**src/hw/psb_defs.vh**
```
`ifndef PSB_DEFS_VH
`define PSB_DEFS_VH

// ------------------------------------------------------------
// Timing
// ------------------------------------------------------------
`define PSB_INIT_US 150
`define PSB_CLK_MHZ 20
`define PSB_INIT_CYC (`PSB_INIT_US * `PSB_CLK_MHZ)
`define PSB_INIT_W 12

// ------------------------------------------------------------
// Array and pins
// ------------------------------------------------------------
`define PSB_AW 24
`define PSB_DW 16
`define PSB_AHI_W 8
`define PSB_SYNC_W 32
`define PSB_SYNC_RST 32'h0000007B

// ------------------------------------------------------------
// Configuration registers
// ------------------------------------------------------------
`define PSB_BCR_MODE 15
`define PSB_BCR_WPOL 10
`define PSB_BCR_RST 16'h8000
`define PSB_RCR_RST 16'h0000
`define PSB_ID_VAL 16'h0A5C
`define PSB_SEL_HI 19
`define PSB_SEL_LO 18
`define PSB_SEL_RCR 2'h0
`define PSB_SEL_ID 2'h1
`define PSB_SEL_BCR 2'h2

// ------------------------------------------------------------
// Software register port
// ------------------------------------------------------------
`define PSB_RA_STAT 2'h0
`define PSB_RA_BCR 2'h1
`define PSB_RA_RCR 2'h2
`define PSB_RA_LAT 2'h3
`define PSB_LAT_W 3
`define PSB_LAT_RST 3'h3
`define PSB_LAT_ONE 3'h1

`endif

```
**src/hw/psb_sync.v**
```verilog
`timescale 1ns/100ps
`include "psb_defs.vh"

module psb_sync #(
    parameter W = `PSB_SYNC_W,
    parameter [W-1:0] RST_VAL = `PSB_SYNC_RST
) (
    input wire core_clk_i,
    input wire rst_i,
    input wire ce_i,
    input wire [W-1:0] pin_i,
    output reg [W-1:0] val_o
);

// ------------------------------------------------------------
// Three stages per bit, change taken when stages two and three agree
// ------------------------------------------------------------
reg [W-1:0] ff1;
reg [W-1:0] ff2;
reg [W-1:0] ff3;

genvar i;
generate
    for (i = 0; i < W; i = i + 1) begin : g_bit
        always @(posedge core_clk_i) begin
            if (rst_i) begin
                ff1[i] <= RST_VAL[i];
                ff2[i] <= RST_VAL[i];
                ff3[i] <= RST_VAL[i];
                val_o[i] <= RST_VAL[i];
            end else if (ce_i) begin
                ff1[i] <= pin_i[i];
                ff2[i] <= ff1[i];
                ff3[i] <= ff2[i];
                if (ff2[i] == ff3[i]) begin
                    val_o[i] <= ff3[i];
                end
            end
        end
    end
endgenerate

endmodule // psb_sync

```
**src/hw/psb_cfg_regs.v**
```verilog
`timescale 1ns/100ps
`include "psb_defs.vh"

module psb_cfg_regs (
    input wire core_clk_i,
    input wire rst_i,
    input wire ce_i,
    input wire we_i,
    input wire [1:0] sel_i,
    input wire [`PSB_DW-1:0] wdata_i,
    output reg [`PSB_DW-1:0] bus_cfg_reg_o,
    output reg [`PSB_DW-1:0] refresh_cfg_reg_o,
    output reg [`PSB_DW-1:0] rdata_o
);

// ------------------------------------------------------------
// Register load, defaults at reset
// ------------------------------------------------------------
always @(posedge core_clk_i) begin
    if (rst_i) begin
        bus_cfg_reg_o <= `PSB_BCR_RST;
        refresh_cfg_reg_o <= `PSB_RCR_RST;
    end else if (ce_i && we_i) begin
        if (sel_i == `PSB_SEL_BCR) begin
            bus_cfg_reg_o <= wdata_i;
        end else if (sel_i == `PSB_SEL_RCR) begin
            refresh_cfg_reg_o <= wdata_i;
        end
    end
end

// ------------------------------------------------------------
// Read select
// ------------------------------------------------------------
always @* begin
    case (sel_i)
        `PSB_SEL_BCR: rdata_o = bus_cfg_reg_o;
        `PSB_SEL_RCR: rdata_o = refresh_cfg_reg_o;
        `PSB_SEL_ID: rdata_o = `PSB_ID_VAL;
        default: rdata_o = {`PSB_DW{1'b0}};
    endcase
end

endmodule // psb_cfg_regs

```
**src/hw/psb_bus_if.v**
```verilog
// Added by the designer: the strobed register port and the register addresses.
`timescale 1ns/100ps
`include "psb_defs.vh"


module psb_bus_if (
    input wire core_clk_i,
    input wire rst_i,
    input wire ce_i,
    input wire link_clk_i,
    input wire addr_valid_n_i,
    input wire chip_sel_n_i,
    input wire out_en_n_i,
    input wire wr_en_n_i,
    input wire cfg_reg_sel_i,
    input wire low_byte_en_n_i,
    input wire high_byte_en_n_i,
    input wire [`PSB_AHI_W-1:0] addr_hi_i,
    input wire [`PSB_DW-1:0] ad_i,
    output reg [`PSB_DW-1:0] ad_o,
    output reg [`PSB_DW-1:0] ad_oe_o,
    output reg wait_o,
    output reg wait_oe_o,
    output reg [`PSB_AW-1:0] mem_addr_o,
    output reg [`PSB_DW-1:0] mem_wdata_o,
    output reg [1:0] mem_be_o,
    output reg mem_we_o,
    output reg mem_re_o,
    input wire [`PSB_DW-1:0] mem_rdata_i,
    input wire [1:0] reg_addr_i,
    input wire [`PSB_DW-1:0] reg_wdata_i,
    input wire reg_we_i,
    input wire reg_re_i,
    output reg [`PSB_DW-1:0] reg_rdata_o
);

// ------------------------------------------------------------
// State encoding
// ------------------------------------------------------------
localparam ST_IDLE = 2'b00;
localparam ST_ASYNC = 2'b01;
localparam ST_BLAT = 2'b10;
localparam ST_BDAT = 2'b11;

// ------------------------------------------------------------
// Pin synchronisation
// ------------------------------------------------------------
wire [`PSB_SYNC_W-1:0] s_vec;
wire [`PSB_AHI_W-1:0] s_ahi;
wire [`PSB_DW-1:0] s_ad;
wire s_clk;
wire s_adv_n;
wire s_cs_n;
wire s_oe_n;
wire s_we_n;
wire s_cre;
wire s_lb_n;
wire s_ub_n;

psb_sync #(
    .W(`PSB_SYNC_W),
    .RST_VAL(`PSB_SYNC_RST)
) u_sync (
    .core_clk_i(core_clk_i),
    .rst_i(rst_i),
    .ce_i(ce_i),
    .pin_i({addr_hi_i, ad_i, link_clk_i, addr_valid_n_i, chip_sel_n_i, out_en_n_i,
            wr_en_n_i, cfg_reg_sel_i, low_byte_en_n_i, high_byte_en_n_i}),
    .val_o(s_vec)
);

assign {s_ahi, s_ad, s_clk, s_adv_n, s_cs_n, s_oe_n, s_we_n, s_cre, s_lb_n, s_ub_n} = s_vec;

// ------------------------------------------------------------
// State
// ------------------------------------------------------------
reg [1:0] state;
reg [`PSB_INIT_W-1:0] init_cnt;
reg init_done;
reg p_clk;
reg p_adv_n;
reg p_cs_n;
reg p_we_n;
reg p_lb_n;
reg p_ub_n;
reg [`PSB_AW-1:0] addr;
reg op_wr;
reg op_cfg;
reg clk_seen;
reg wpend;
reg [`PSB_DW-1:0] wdat;
reg [1:0] wbe;
reg rd_wait;
reg [`PSB_DW-1:0] rd_word;
reg [`PSB_LAT_W-1:0] lat;
reg [`PSB_LAT_W-1:0] lat_cnt;
reg cfg_we;
reg [1:0] cfg_sel;
reg [`PSB_DW-1:0] cfg_wdata;

wire [`PSB_DW-1:0] bus_cfg_reg;
wire [`PSB_DW-1:0] refresh_cfg_reg;
wire [`PSB_DW-1:0] cfg_rdata;

// ------------------------------------------------------------
// Decoded pin events
// ------------------------------------------------------------
wire [31:0] init_cnt_x = {20'h00000, init_cnt};
wire mode_async = bus_cfg_reg[`PSB_BCR_MODE];
wire clk_rise = s_clk & ~p_clk;
wire adv_rise = s_adv_n & ~p_adv_n;
wire ctl_rise = (s_cs_n & ~p_cs_n) | (s_we_n & ~p_we_n) |
                (s_lb_n & ~p_lb_n) | (s_ub_n & ~p_ub_n);
wire [`PSB_AW-1:0] pin_addr = {s_ahi, s_ad};
wire [1:0] lanes = {~s_ub_n, ~s_lb_n};
wire [`PSB_AW-1:0] addr_inc = addr + {{(`PSB_AW-1){1'b0}}, 1'b1};
wire burst_start = ~mode_async & clk_rise & ~s_adv_n & ~s_cs_n;
wire async_start = adv_rise & ~s_cs_n & (mode_async | ~clk_seen);
wire reading = ~op_wr & ((state == ST_ASYNC) | (state == ST_BDAT));

// ------------------------------------------------------------
// Configuration registers
// ------------------------------------------------------------
psb_cfg_regs u_cfg (
    .core_clk_i(core_clk_i),
    .rst_i(rst_i),
    .ce_i(ce_i),
    .we_i(cfg_we),
    .sel_i(cfg_sel),
    .wdata_i(cfg_wdata),
    .bus_cfg_reg_o(bus_cfg_reg),
    .refresh_cfg_reg_o(refresh_cfg_reg),
    .rdata_o(cfg_rdata)
);

// ------------------------------------------------------------
// Bus sequencing
// ------------------------------------------------------------
always @(posedge core_clk_i) begin
    if (rst_i) begin
        state <= ST_IDLE;
        init_cnt <= {`PSB_INIT_W{1'b0}};
        init_done <= 1'b0;
        p_clk <= 1'b0;
        p_adv_n <= 1'b1;
        p_cs_n <= 1'b1;
        p_we_n <= 1'b1;
        p_lb_n <= 1'b1;
        p_ub_n <= 1'b1;
        addr <= {`PSB_AW{1'b0}};
        op_wr <= 1'b0;
        op_cfg <= 1'b0;
        clk_seen <= 1'b0;
        wpend <= 1'b0;
        wdat <= {`PSB_DW{1'b0}};
        wbe <= 2'b00;
        rd_wait <= 1'b0;
        rd_word <= {`PSB_DW{1'b0}};
        lat_cnt <= {`PSB_LAT_W{1'b0}};
        cfg_we <= 1'b0;
        cfg_sel <= `PSB_SEL_RCR;
        cfg_wdata <= {`PSB_DW{1'b0}};
        mem_addr_o <= {`PSB_AW{1'b0}};
        mem_wdata_o <= {`PSB_DW{1'b0}};
        mem_be_o <= 2'b00;
        mem_we_o <= 1'b0;
        mem_re_o <= 1'b0;
    end else if (ce_i) begin
        p_clk <= s_clk;
        p_adv_n <= s_adv_n;
        p_cs_n <= s_cs_n;
        p_we_n <= s_we_n;
        p_lb_n <= s_lb_n;
        p_ub_n <= s_ub_n;
        mem_we_o <= 1'b0;
        mem_re_o <= 1'b0;
        cfg_we <= 1'b0;
        rd_wait <= mem_re_o;
        if (rd_wait) begin
            rd_word <= mem_rdata_i;
        end
        if (!init_done) begin
            init_cnt <= init_cnt + {{(`PSB_INIT_W-1){1'b0}}, 1'b1};
            if (init_cnt_x == `PSB_INIT_CYC - 1) begin
                init_done <= 1'b1;
            end
        end else begin
            // Async write data follows the bus until the first closing edge
            if (wpend) begin
                if (ctl_rise) begin
                    wpend <= 1'b0;
                    mem_addr_o <= addr;
                    mem_wdata_o <= wdat;
                    mem_be_o <= wbe;
                    mem_we_o <= |wbe;
                end else begin
                    wdat <= s_ad;
                    wbe <= lanes;
                end
            end
            if (s_cs_n) begin
                state <= ST_IDLE;
                clk_seen <= 1'b0;
            end else if (burst_start) begin
                addr <= pin_addr;
                op_wr <= ~s_we_n;
                op_cfg <= s_cre;
                clk_seen <= 1'b1;
                lat_cnt <= lat;
                state <= ST_BLAT;
                cfg_sel <= s_ahi[`PSB_SEL_HI-`PSB_DW:`PSB_SEL_LO-`PSB_DW];
                if (s_cre) begin
                    cfg_we <= ~s_we_n;
                    cfg_wdata <= s_ad;
                end else if (s_we_n) begin
                    mem_addr_o <= pin_addr;
                    mem_re_o <= 1'b1;
                end
            end else if (!s_adv_n && state != ST_BLAT && state != ST_BDAT) begin
                addr <= pin_addr;
                op_wr <= ~s_we_n;
                op_cfg <= s_cre;
                cfg_sel <= s_ahi[`PSB_SEL_HI-`PSB_DW:`PSB_SEL_LO-`PSB_DW];
                cfg_wdata <= s_ad;
                if (clk_rise) begin
                    clk_seen <= 1'b1;
                end
            end else if (async_start) begin
                state <= ST_ASYNC;
                if (op_cfg) begin
                    cfg_we <= op_wr;
                end else if (op_wr) begin
                    wpend <= 1'b1;
                    wdat <= s_ad;
                    wbe <= lanes;
                end else begin
                    mem_addr_o <= addr;
                    mem_re_o <= 1'b1;
                end
            end else if (state == ST_BLAT && clk_rise) begin
                if (lat_cnt <= `PSB_LAT_ONE) begin
                    state <= ST_BDAT;
                end else begin
                    lat_cnt <= lat_cnt - `PSB_LAT_ONE;
                end
            end else if (state == ST_BDAT && clk_rise && s_adv_n) begin
                addr <= addr_inc;
                if (op_cfg) begin
                    state <= ST_IDLE;
                end else if (op_wr) begin
                    mem_addr_o <= addr;
                    mem_wdata_o <= s_ad;
                    mem_be_o <= lanes;
                    mem_we_o <= |lanes;
                end else begin
                    mem_addr_o <= addr_inc;
                    mem_re_o <= 1'b1;
                end
            end else begin
                // Anything else with chip select low is a no-op
                state <= state;
            end
        end
    end
end

// ------------------------------------------------------------
// Pin drivers
// ------------------------------------------------------------
always @(posedge core_clk_i) begin
    if (rst_i) begin
        ad_o <= {`PSB_DW{1'b0}};
        ad_oe_o <= {`PSB_DW{1'b0}};
        wait_o <= 1'b0;
        wait_oe_o <= 1'b0;
    end else if (ce_i) begin
        ad_o <= op_cfg ? cfg_rdata : rd_word;
        if (s_cs_n || !init_done || !reading || s_oe_n || !s_adv_n) begin
            ad_oe_o <= {`PSB_DW{1'b0}};
        end else begin
            ad_oe_o <= {{(`PSB_DW/2){lanes[1]}}, {(`PSB_DW/2){lanes[0]}}};
        end
        wait_oe_o <= ~s_cs_n & init_done;
        // Wait active except while burst data flows
        if (bus_cfg_reg[`PSB_BCR_WPOL]) begin
            wait_o <= (state != ST_BDAT);
        end else begin
            wait_o <= (state == ST_BDAT);
        end
    end
end

// ------------------------------------------------------------
// Software register port
// ------------------------------------------------------------
always @(posedge core_clk_i) begin
    if (rst_i) begin
        lat <= `PSB_LAT_RST;
        reg_rdata_o <= {`PSB_DW{1'b0}};
    end else if (ce_i) begin
        if (reg_we_i && reg_addr_i == `PSB_RA_LAT) begin
            lat <= reg_wdata_i[`PSB_LAT_W-1:0];
        end
        reg_rdata_o <= {`PSB_DW{1'b0}};
        if (reg_re_i) begin
            case (reg_addr_i)
                `PSB_RA_STAT: reg_rdata_o <= {11'h000, wpend, state, mode_async, init_done};
                `PSB_RA_BCR: reg_rdata_o <= bus_cfg_reg;
                `PSB_RA_RCR: reg_rdata_o <= refresh_cfg_reg;
                `PSB_RA_LAT: reg_rdata_o <= {13'h0000, lat};
                default: reg_rdata_o <= {`PSB_DW{1'b0}};
            endcase
        end
    end
end

endmodule // psb_bus_if

```
**config.mk**
```make
export PLATFORM = sky130hd
export DESIGN_NAME = psb_bus_if
export DESIGN_NICKNAME = d
export VERILOG_FILES = /design/src/hw/psb_sync.v /design/src/hw/psb_cfg_regs.v /design/src/hw/psb_bus_if.v
export VERILOG_INCLUDE_DIRS = /design/src /design/src/hw
export SDC_FILE = /design/constraint.sdc
export NUM_CORES = 1
export LEC_CHECK = 0
export ABC_CLOCK_PERIOD_IN_PS = 2400
export BUFFER_PORTS_ARGS = -buffer_cell sky130_fd_sc_hd__buf_2
export CAP_MARGIN = 20
export CORE_ASPECT_RATIO = 0.5
export CORE_UTILIZATION = 35
export DETAILED_ROUTE_END_ITERATION = 16
export PLACE_DENSITY = 0.63
export SLEW_MARGIN = 25
export SYNTH_ARGS = -nofsm -noshare
export SYNTH_HDL_FRONTEND = slang
export SYNTH_HIERARCHICAL = 1
export SYNTH_SLANG_ARGS = --single-unit
```
**constraint.sdc**
```tcl
create_clock -name core_clk_i -period 2.4 [get_ports core_clk_i]
set_clock_uncertainty 0.15 [all_clocks]
set_input_delay 0.48 -clock core_clk_i [delete_from_list [all_inputs] [get_ports core_clk_i]]
set_output_delay 0.48 -clock core_clk_i [all_outputs]
set_load 0.05 [all_outputs]
```
==> flow_metrics.tcl, run 1 <==
set metrics [dict create \
    leakagePower_nw 8.24 \
    async_reset_ff_frac 0 \
    hold_viol_final 0 \
    tritoncts "yes" \
    antenna_found_initial 0 \
    core_sq_mm 0.0471 \
    hold_path_class "primary input to register" \
    setup_violations 0 \
    cts_num_sinks 349 \
    fillCellCount 4692 \
    drt_iter0_drc 1392 \
    report.final.slew_viol_count 0 \
    gp_congestion 0.980 \
    final_util 0.431 \
    yosys_warnings 6 \
    area_delta_synth_final_pct 20.9 \
    synth_edf_count 0 \
    status "complete, no violations" \
    avgSynthCellArea_sq_um 8.52 \
    cp.required_ps 2730 \
    grt_max_degree 84 \
    wl_per_cell_um 18.5 \
    grt_usage 0.208 \
    final_cells 2836 \
    drtAntennaViolNets 0 \
    final_nets 2247 \
    worstSetupPathType "register to register" \
    drt-pass1-iter-count 7 \
    syn_nets 2048 \
    pre_cts_ws_ps -24.8 \
    path_clk_slew_ps 70 \
    slew_headroom 0.295 \
    die_w_um 312 \
    rows 56 \
    synthCells 1973 \
    boundaryPins 165 \
    final_layout_size_suffix_gt1_frac 0.208 \
    drc 0 \
    grt_pass1_wl_um 80100 \
    r2r_start "u_sync/val_o[5]" \
    cts_buffers 37 \
    rsz0062_at_grt "false" \
    cap_viol_max_count 0 \
    cts_buffer_depth 3 \
    p_per_area_mw_per_mm2 616 \
    crit_start "u_sync/val_o[5]" \
    die_area_sq_mm 0.0490 \
    holdCritStartpoint "addr_hi_i[4]" \
    vias 15100 \
    portBuffers 151 \
    routed_wirelength_um 52500 \
    start_util 0.357 \
    cts_root_buf "clkbuf_16" \
    fmax_ghz 0.425 \
    grt_pass1_vias 13800 \
    vias_per_cell 5.34 \
    vdd_drop_max_uv 473 \
    dpl.hpwl_um 37000 \
    cp_max_fo 7 \
    ys_ff_latch 349 \
    tns_ps 0 \
    cp.arrival_ps 2680 \
    ys.flop_type "dfxtp_1" \
    ys_types 91 \
    n_antenna_cell 0 \
    clk_latency_ps 560 \
    die_h_um 157 \
    crit_path_start_kind "register" \
    grt_remaining_overflow 0 \
    synth_area_sq_mm 0.0168 \
    dp_cells 2761 \
    h-tree-depth 2 \
    end_kind "register" \
    worst_slack_ps 46.3 \
    finalCriticalPeriod_ps 2350 \
    worst_pin_slew_ps 1060 \
    ys_seq_area_frac 0.416 \
    finalCritPeriodShare 0.981 \
]
registers in the layout (all words and copies together) (netlist names), 24 cells and up:
name	flops
u_sync/ff3	32
addr	24
u_sync/val_o	32
u_sync/ff2	32
mem_addr_o	24
u_sync/ff1	32
layer usage:
metal / up-vias / GRT usage / routed length [um]
met4: 0 / 0.0556 / 1200
met5: - / 0 / 0
li1: 7379 / - / -
met2: 476 / 0.321 / 23200
met1: 7206 / 0.296 / 24400
met3: 85 / 0.0366 / 3720
where the power goes:
| part | leakage, nW | switching [W] | internal, W |
|---|---|---|---|
| combinational | 4.81 | 0.000371 | 0.000234 |
| clock | 0.604 | 0.00251 | 0.00346 |
| sequential | 2.83 | 0.0000610 | 0.00588 |
cell usage in the layout (no fill, tap or decap), types with 6 or more instances in the layout:
cell type,Yosys,layout
dfxtp_1,349,343
nor2_1,276,274
nand2_1,210,210
mux2i_1,184,184
buf_4,22,157
buf_2,28,149
a21oi_1,142,140
o21ai_0,81,81
nand2b_1,54,53
nor3_1,42,41
clkbuf_16,0,38
nand3_1,37,37
a21o_1,35,34
a211oi_1,32,32
a22oi_1,31,31
nor2b_1,26,24
a211o_1,22,22
or2_2,20,20
a31oi_1,20,20
nand4_1,18,18
buf_12,7,15
a22o_1,14,14
xor2_1,13,13
o21ai_1,13,12
inv_1,11,11
and2_1,10,10
nor4_1,9,9
and3_1,9,9
o211ai_1,8,8
o31ai_1,7,7
clkbuf_8,0,6
dlygate4sd3_1,0,6
o2bb2ai_1,6,6
cells by family (layout without fill, tap and decap cells):
| logic type | Yosys count | in the layout | synth area share |
|---|---|---|---|
| compound gates | 479 | 479 | 0.188 |
| buf+inv | 185 | 410 | 0.0617 |
| mux | 191 | 191 | 0.116 |
| flops | 349 | 349 | 0.416 |
| xor+xnor | 17 | 17 | 0.00886 |
| fa+ha+maj | 4 | 4 | 0.00298 |
| simple gates | 748 | 748 | 0.206 |
synthesized netlist by cell type, drive strengths merged, types with 6 or more instances:
library cell / instances / area share
a211o: 22 / 0.011
a211oi: 32 / 0.014
a21o: 35 / 0.016
a21oi: 145 / 0.044
a22o: 14 / 0.0073
a22oi: 31 / 0.014
a31oi: 20 / 0.0074
and2: 10 / 0.0037
and3: 10 / 0.0040
buf: 82 / 0.039
clkbuf: 91 / 0.020
dfxtp: 349 / 0.42
inv: 12 / 0.0027
mux2i: 184 / 0.11
nand2: 210 / 0.047
nand2b: 54 / 0.020
nand3: 38 / 0.012
nand4: 19 / 0.0074
nor2: 278 / 0.063
nor2b: 26 / 0.0097
nor3: 44 / 0.014
nor4: 9 / 0.0033
o211ai: 9 / 0.0048
o21ai: 95 / 0.029
o2bb2ai: 6 / 0.0031
o31ai: 7 / 0.0031
or2: 20 / 0.0074
xor2: 13 / 0.0068
final timing paths:
check | slack (ps) | end | cells past startpoint
max | 50 | mem_addr_o[21] | 7
min reg2reg | 300 | u_sync/val_o[26] | 2
min | 20 | u_sync/ff1[28] | 3
max reg2reg | 50 | mem_addr_o[21] | 7
repair_timing:
item,4_1_cts,5_1_grt
endpoints found under the hold margin,8,0
gates resized for setup,4,18
hold buffers,6,0
cloned,0,1
pin swaps,1,2
buffers inserted,0,3
setup endpoints to repair,26,51
critical path: stages (launching register included):
cell	delay (ps)
dfxtp_2	370
or4b_4	590
a21oi_4	290
nand2_1	230
buf_4	230
a21o_1	160
o2111ai_1	80
a32o_1	190
final cells by class:
class | instances | area, sq um | share of cell area
clock buffers | 45 | 1010 | 0.0495
clock inverters | 20 | 250 | 0.0123
inverters | 12 | 45.0 | 0.00222
multi-input cells | 1439 | 8840 | 0.435
flip-flops and latches | 349 | 7000 | 0.344
well taps | 638 | 798 | 0.0393
repair buffers | 333 | 2370 | 0.117
through the flow:
step / hold WS, ps / total power (W) / area, sq um
2_1_floorplan: 281 / 0.00650 / 16800
3_3_place_gp: 291 / 0.00666 / 18900
3_5_place_dp: 296 / 0.00667 / 18900
4_1_cts: 4.95 / 0.0126 / 20200
5_1_grt: 13.9 / 0.0129 / 20300
6_report: 18.1 / 0.0125 / 20300
No activity file was read; power rests on OpenSTA's default activity.
==> run 2: changes to the inputs <==
Settings changed: ABC_AREA set to 1.
==> flow_metrics.tcl, run 2 <==
set metrics [dict create \
    multi_input_area_sq_mm 0.00799 \
    synth_compound_area_frac 0.209 \
    finalCritPeriodShare 0.924 \
    tns_ps 0 \
    ys.flop_type "dfxtp_1" \
    syn_nets 2508 \
    synth_mux_area_frac 0 \
    start_util 0.355 \
    synth-xor-area-share 0.00737 \
    p_per_area_mw_per_mm2 638 \
    setup_violations 0 \
    hold_viol_final 0 \
    cts_buffer_depth 3 \
    vias 16400 \
    cts_num_sinks 349 \
    holdWs_ps 13.3 \
    tritoncts "yes" \
    wl_per_cell_um 16.4 \
    cts_root_buf "clkbuf_16" \
    final_layout_size_suffix_gt1_frac 0.145 \
    fillCellCount 4939 \
    slew_headroom 0.533 \
    layout_commonest_cell "nand2_1" \
    avgSynthCellArea_sq_um 6.84 \
    r2r_start "state[1]" \
    final_cells 3259 \
    end_kind "register" \
    vdd_drop_max_uv 395 \
    area_delta_synth_final_pct 19.1 \
    finalCriticalPeriod_ps 2220 \
    drc 0 \
    drt-pass1-iter-count 6 \
    worstSetupPathType "register to register" \
    ys_seq_area_frac 0.420 \
    async_reset_ff_frac 0 \
    h-tree-depth 2 \
    die_w_um 310 \
    synth_top_cell_area_share 0.420 \
    vias_per_cell 5.05 \
    ys_types 46 \
    critPathSlowestCell "dfxtp_1" \
    total_power_w 0.0126 \
    synth_most_common_cell "nand2_1" \
    synth_fa_ha_area_frac 0.00301 \
    antenna_found_initial 1 \
    portBuffers 151 \
    status "complete, no violations" \
    crit_path_max_incr_delay_ps 440 \
    boundaryPins 165 \
    cap_viol_max_count 0 \
    grt_max_degree 151 \
    path_delay_family "simple AND/OR/NAND/NOR gates" \
    grt_usage 0.216 \
    cp_max_fo 7 \
    dp_cells 3171 \
    yosys_warnings 6 \
    drtAntennaViolNets 0 \
    critPathMostFrequentCell "nand2_1" \
    holdCritStartpoint "reg_wdata_i[1]" \
    report.final.slew_viol_count 0 \
    synthSimpleGateAreaFrac 0.259 \
    rsz0062_at_grt "false" \
    crit_start "state[1]" \
    path_clk_slew_ps 60 \
    fmax_ghz 0.451 \
    synth_top_area_cell "dfxtp_1" \
    drt_iter0_drc 1558 \
    core_sq_mm 0.0469 \
    regArea_sq_mm 0.00699 \
    die_h_um 156 \
    grt_pass1_wl_um 82700 \
    path_buf_inv 2 \
    cp.required_ps 2660 \
    leakagePower_nw 8.40 \
    worst_pin_slew_ps 699 \
    grt_remaining_overflow 0 \
    routed_wirelength_um 53400 \
    cp_cell_sequence "nand2_1 > inv_1 > nand3_2 > nor2_8 > nand2_2 > nor3_4 > buf_4 > nand2_1 > o221ai_1 > a21oi_1" \
    postCtsSetupRepairBufs 0 \
    yosys-top-cells-count "nand2_1, dfxtp_1, o21ai_0" \
    ys_ff_latch 349 \
    gp_congestion 0.957 \
    cts_buffers 36 \
    layout_common_cells "nand2_1, dfxtp_1, o21ai_0" \
    final_nets 2667 \
    synth_top_family_by_area "simple AND/OR/NAND/NOR gates" \
    crit_path_start_kind "register" \
    dpl.hpwl_um 37000 \
    synth_area_sq_mm 0.0166 \
    cp.arrival_ps 2480 \
    rows 56 \
    netlist_top_cells_area "dfxtp_1, nand2_1, o21ai_0" \
    clk_latency_ps 560 \
    synthCells 2433 \
    synth_edf_count 0 \
    die_area_sq_mm 0.0485 \
    hold_path_class "primary input to register" \
    grt_pass1_vias 14900 \
]
-- run 2: cell type report --
type	count	share of cell area
Tap cell	638	0.0403
Multi-Input combinational cell	1692	0.403
Antenna cell	1	0.000126
Clock buffer	52	0.0536
Sequential cell	349	0.353
Inverter	237	0.0450
Clock inverter	14	0.00834
Timing Repair Buffer	276	0.0969
-- run 2: kinds of logic (layout without fill, tap and decap cells) --
group	after synthesis	count (layout)
AOI/OAI and AO/OA	633	633
DFF	349	349
buffers and inverters	392	579
and+or+nand+nor	1041	1041
adders and majority gates	4	4
xor gates and xnor gates	14	14
other	0	1
-- run 2: final timing paths --
| check | end | slack (ps) | cells after the start |
|---|---|---|---|
| max | mem_we_o | 180 | 10 |
| min | lat[1] | 10 | 3 |
| max reg2reg | mem_we_o | 180 | 10 |
| min reg2reg | cfg_wdata[12] | 300 | 2 |
-- run 2: worst min-delay path, delay by kind of cell --
kind / cells / cell delay (ps)
buf+inv: 1 / 70
simple gates: 2 / 110
-- run 2: metrics by stage --
step	setup WS (ps)	util	area [sq um]
global placement	131	0.391	18300
finish	183	0.423	19800
floorplan	299	-	16600
detailed placement	79.8	0.391	18300
CTS	65.4	0.422	19800
global route	3.59	0.423	19800
-- run 2: metal layers --
| metal | wire (um) | track usage | part of all wire |
|---|---|---|---|
| met3 | 3750 | 0.0319 | 0.070 |
| met1 | 25100 | 0.309 | 0.47 |
| met4 | 1480 | 0.0706 | 0.028 |
| met5 | 0 | 0 | 0 |
| met2 | 23100 | 0.332 | 0.43 |
-- run 2: timing repair --
action | CTS | global route
setup endpoints to repair | 0 | 50
endpoints found under the hold margin | 21 | 0
hold buffers | 21 | 0
gates resized for setup | 0 | 17
-- run 2: power breakdown --
group | internal, W | total (W) | switching (W)
Combinational | 0.000270 | 0.000787 | 0.000518
Clock | 0.00333 | 0.00581 | 0.00248
Sequential | 0.00594 | 0.00603 | 0.0000897
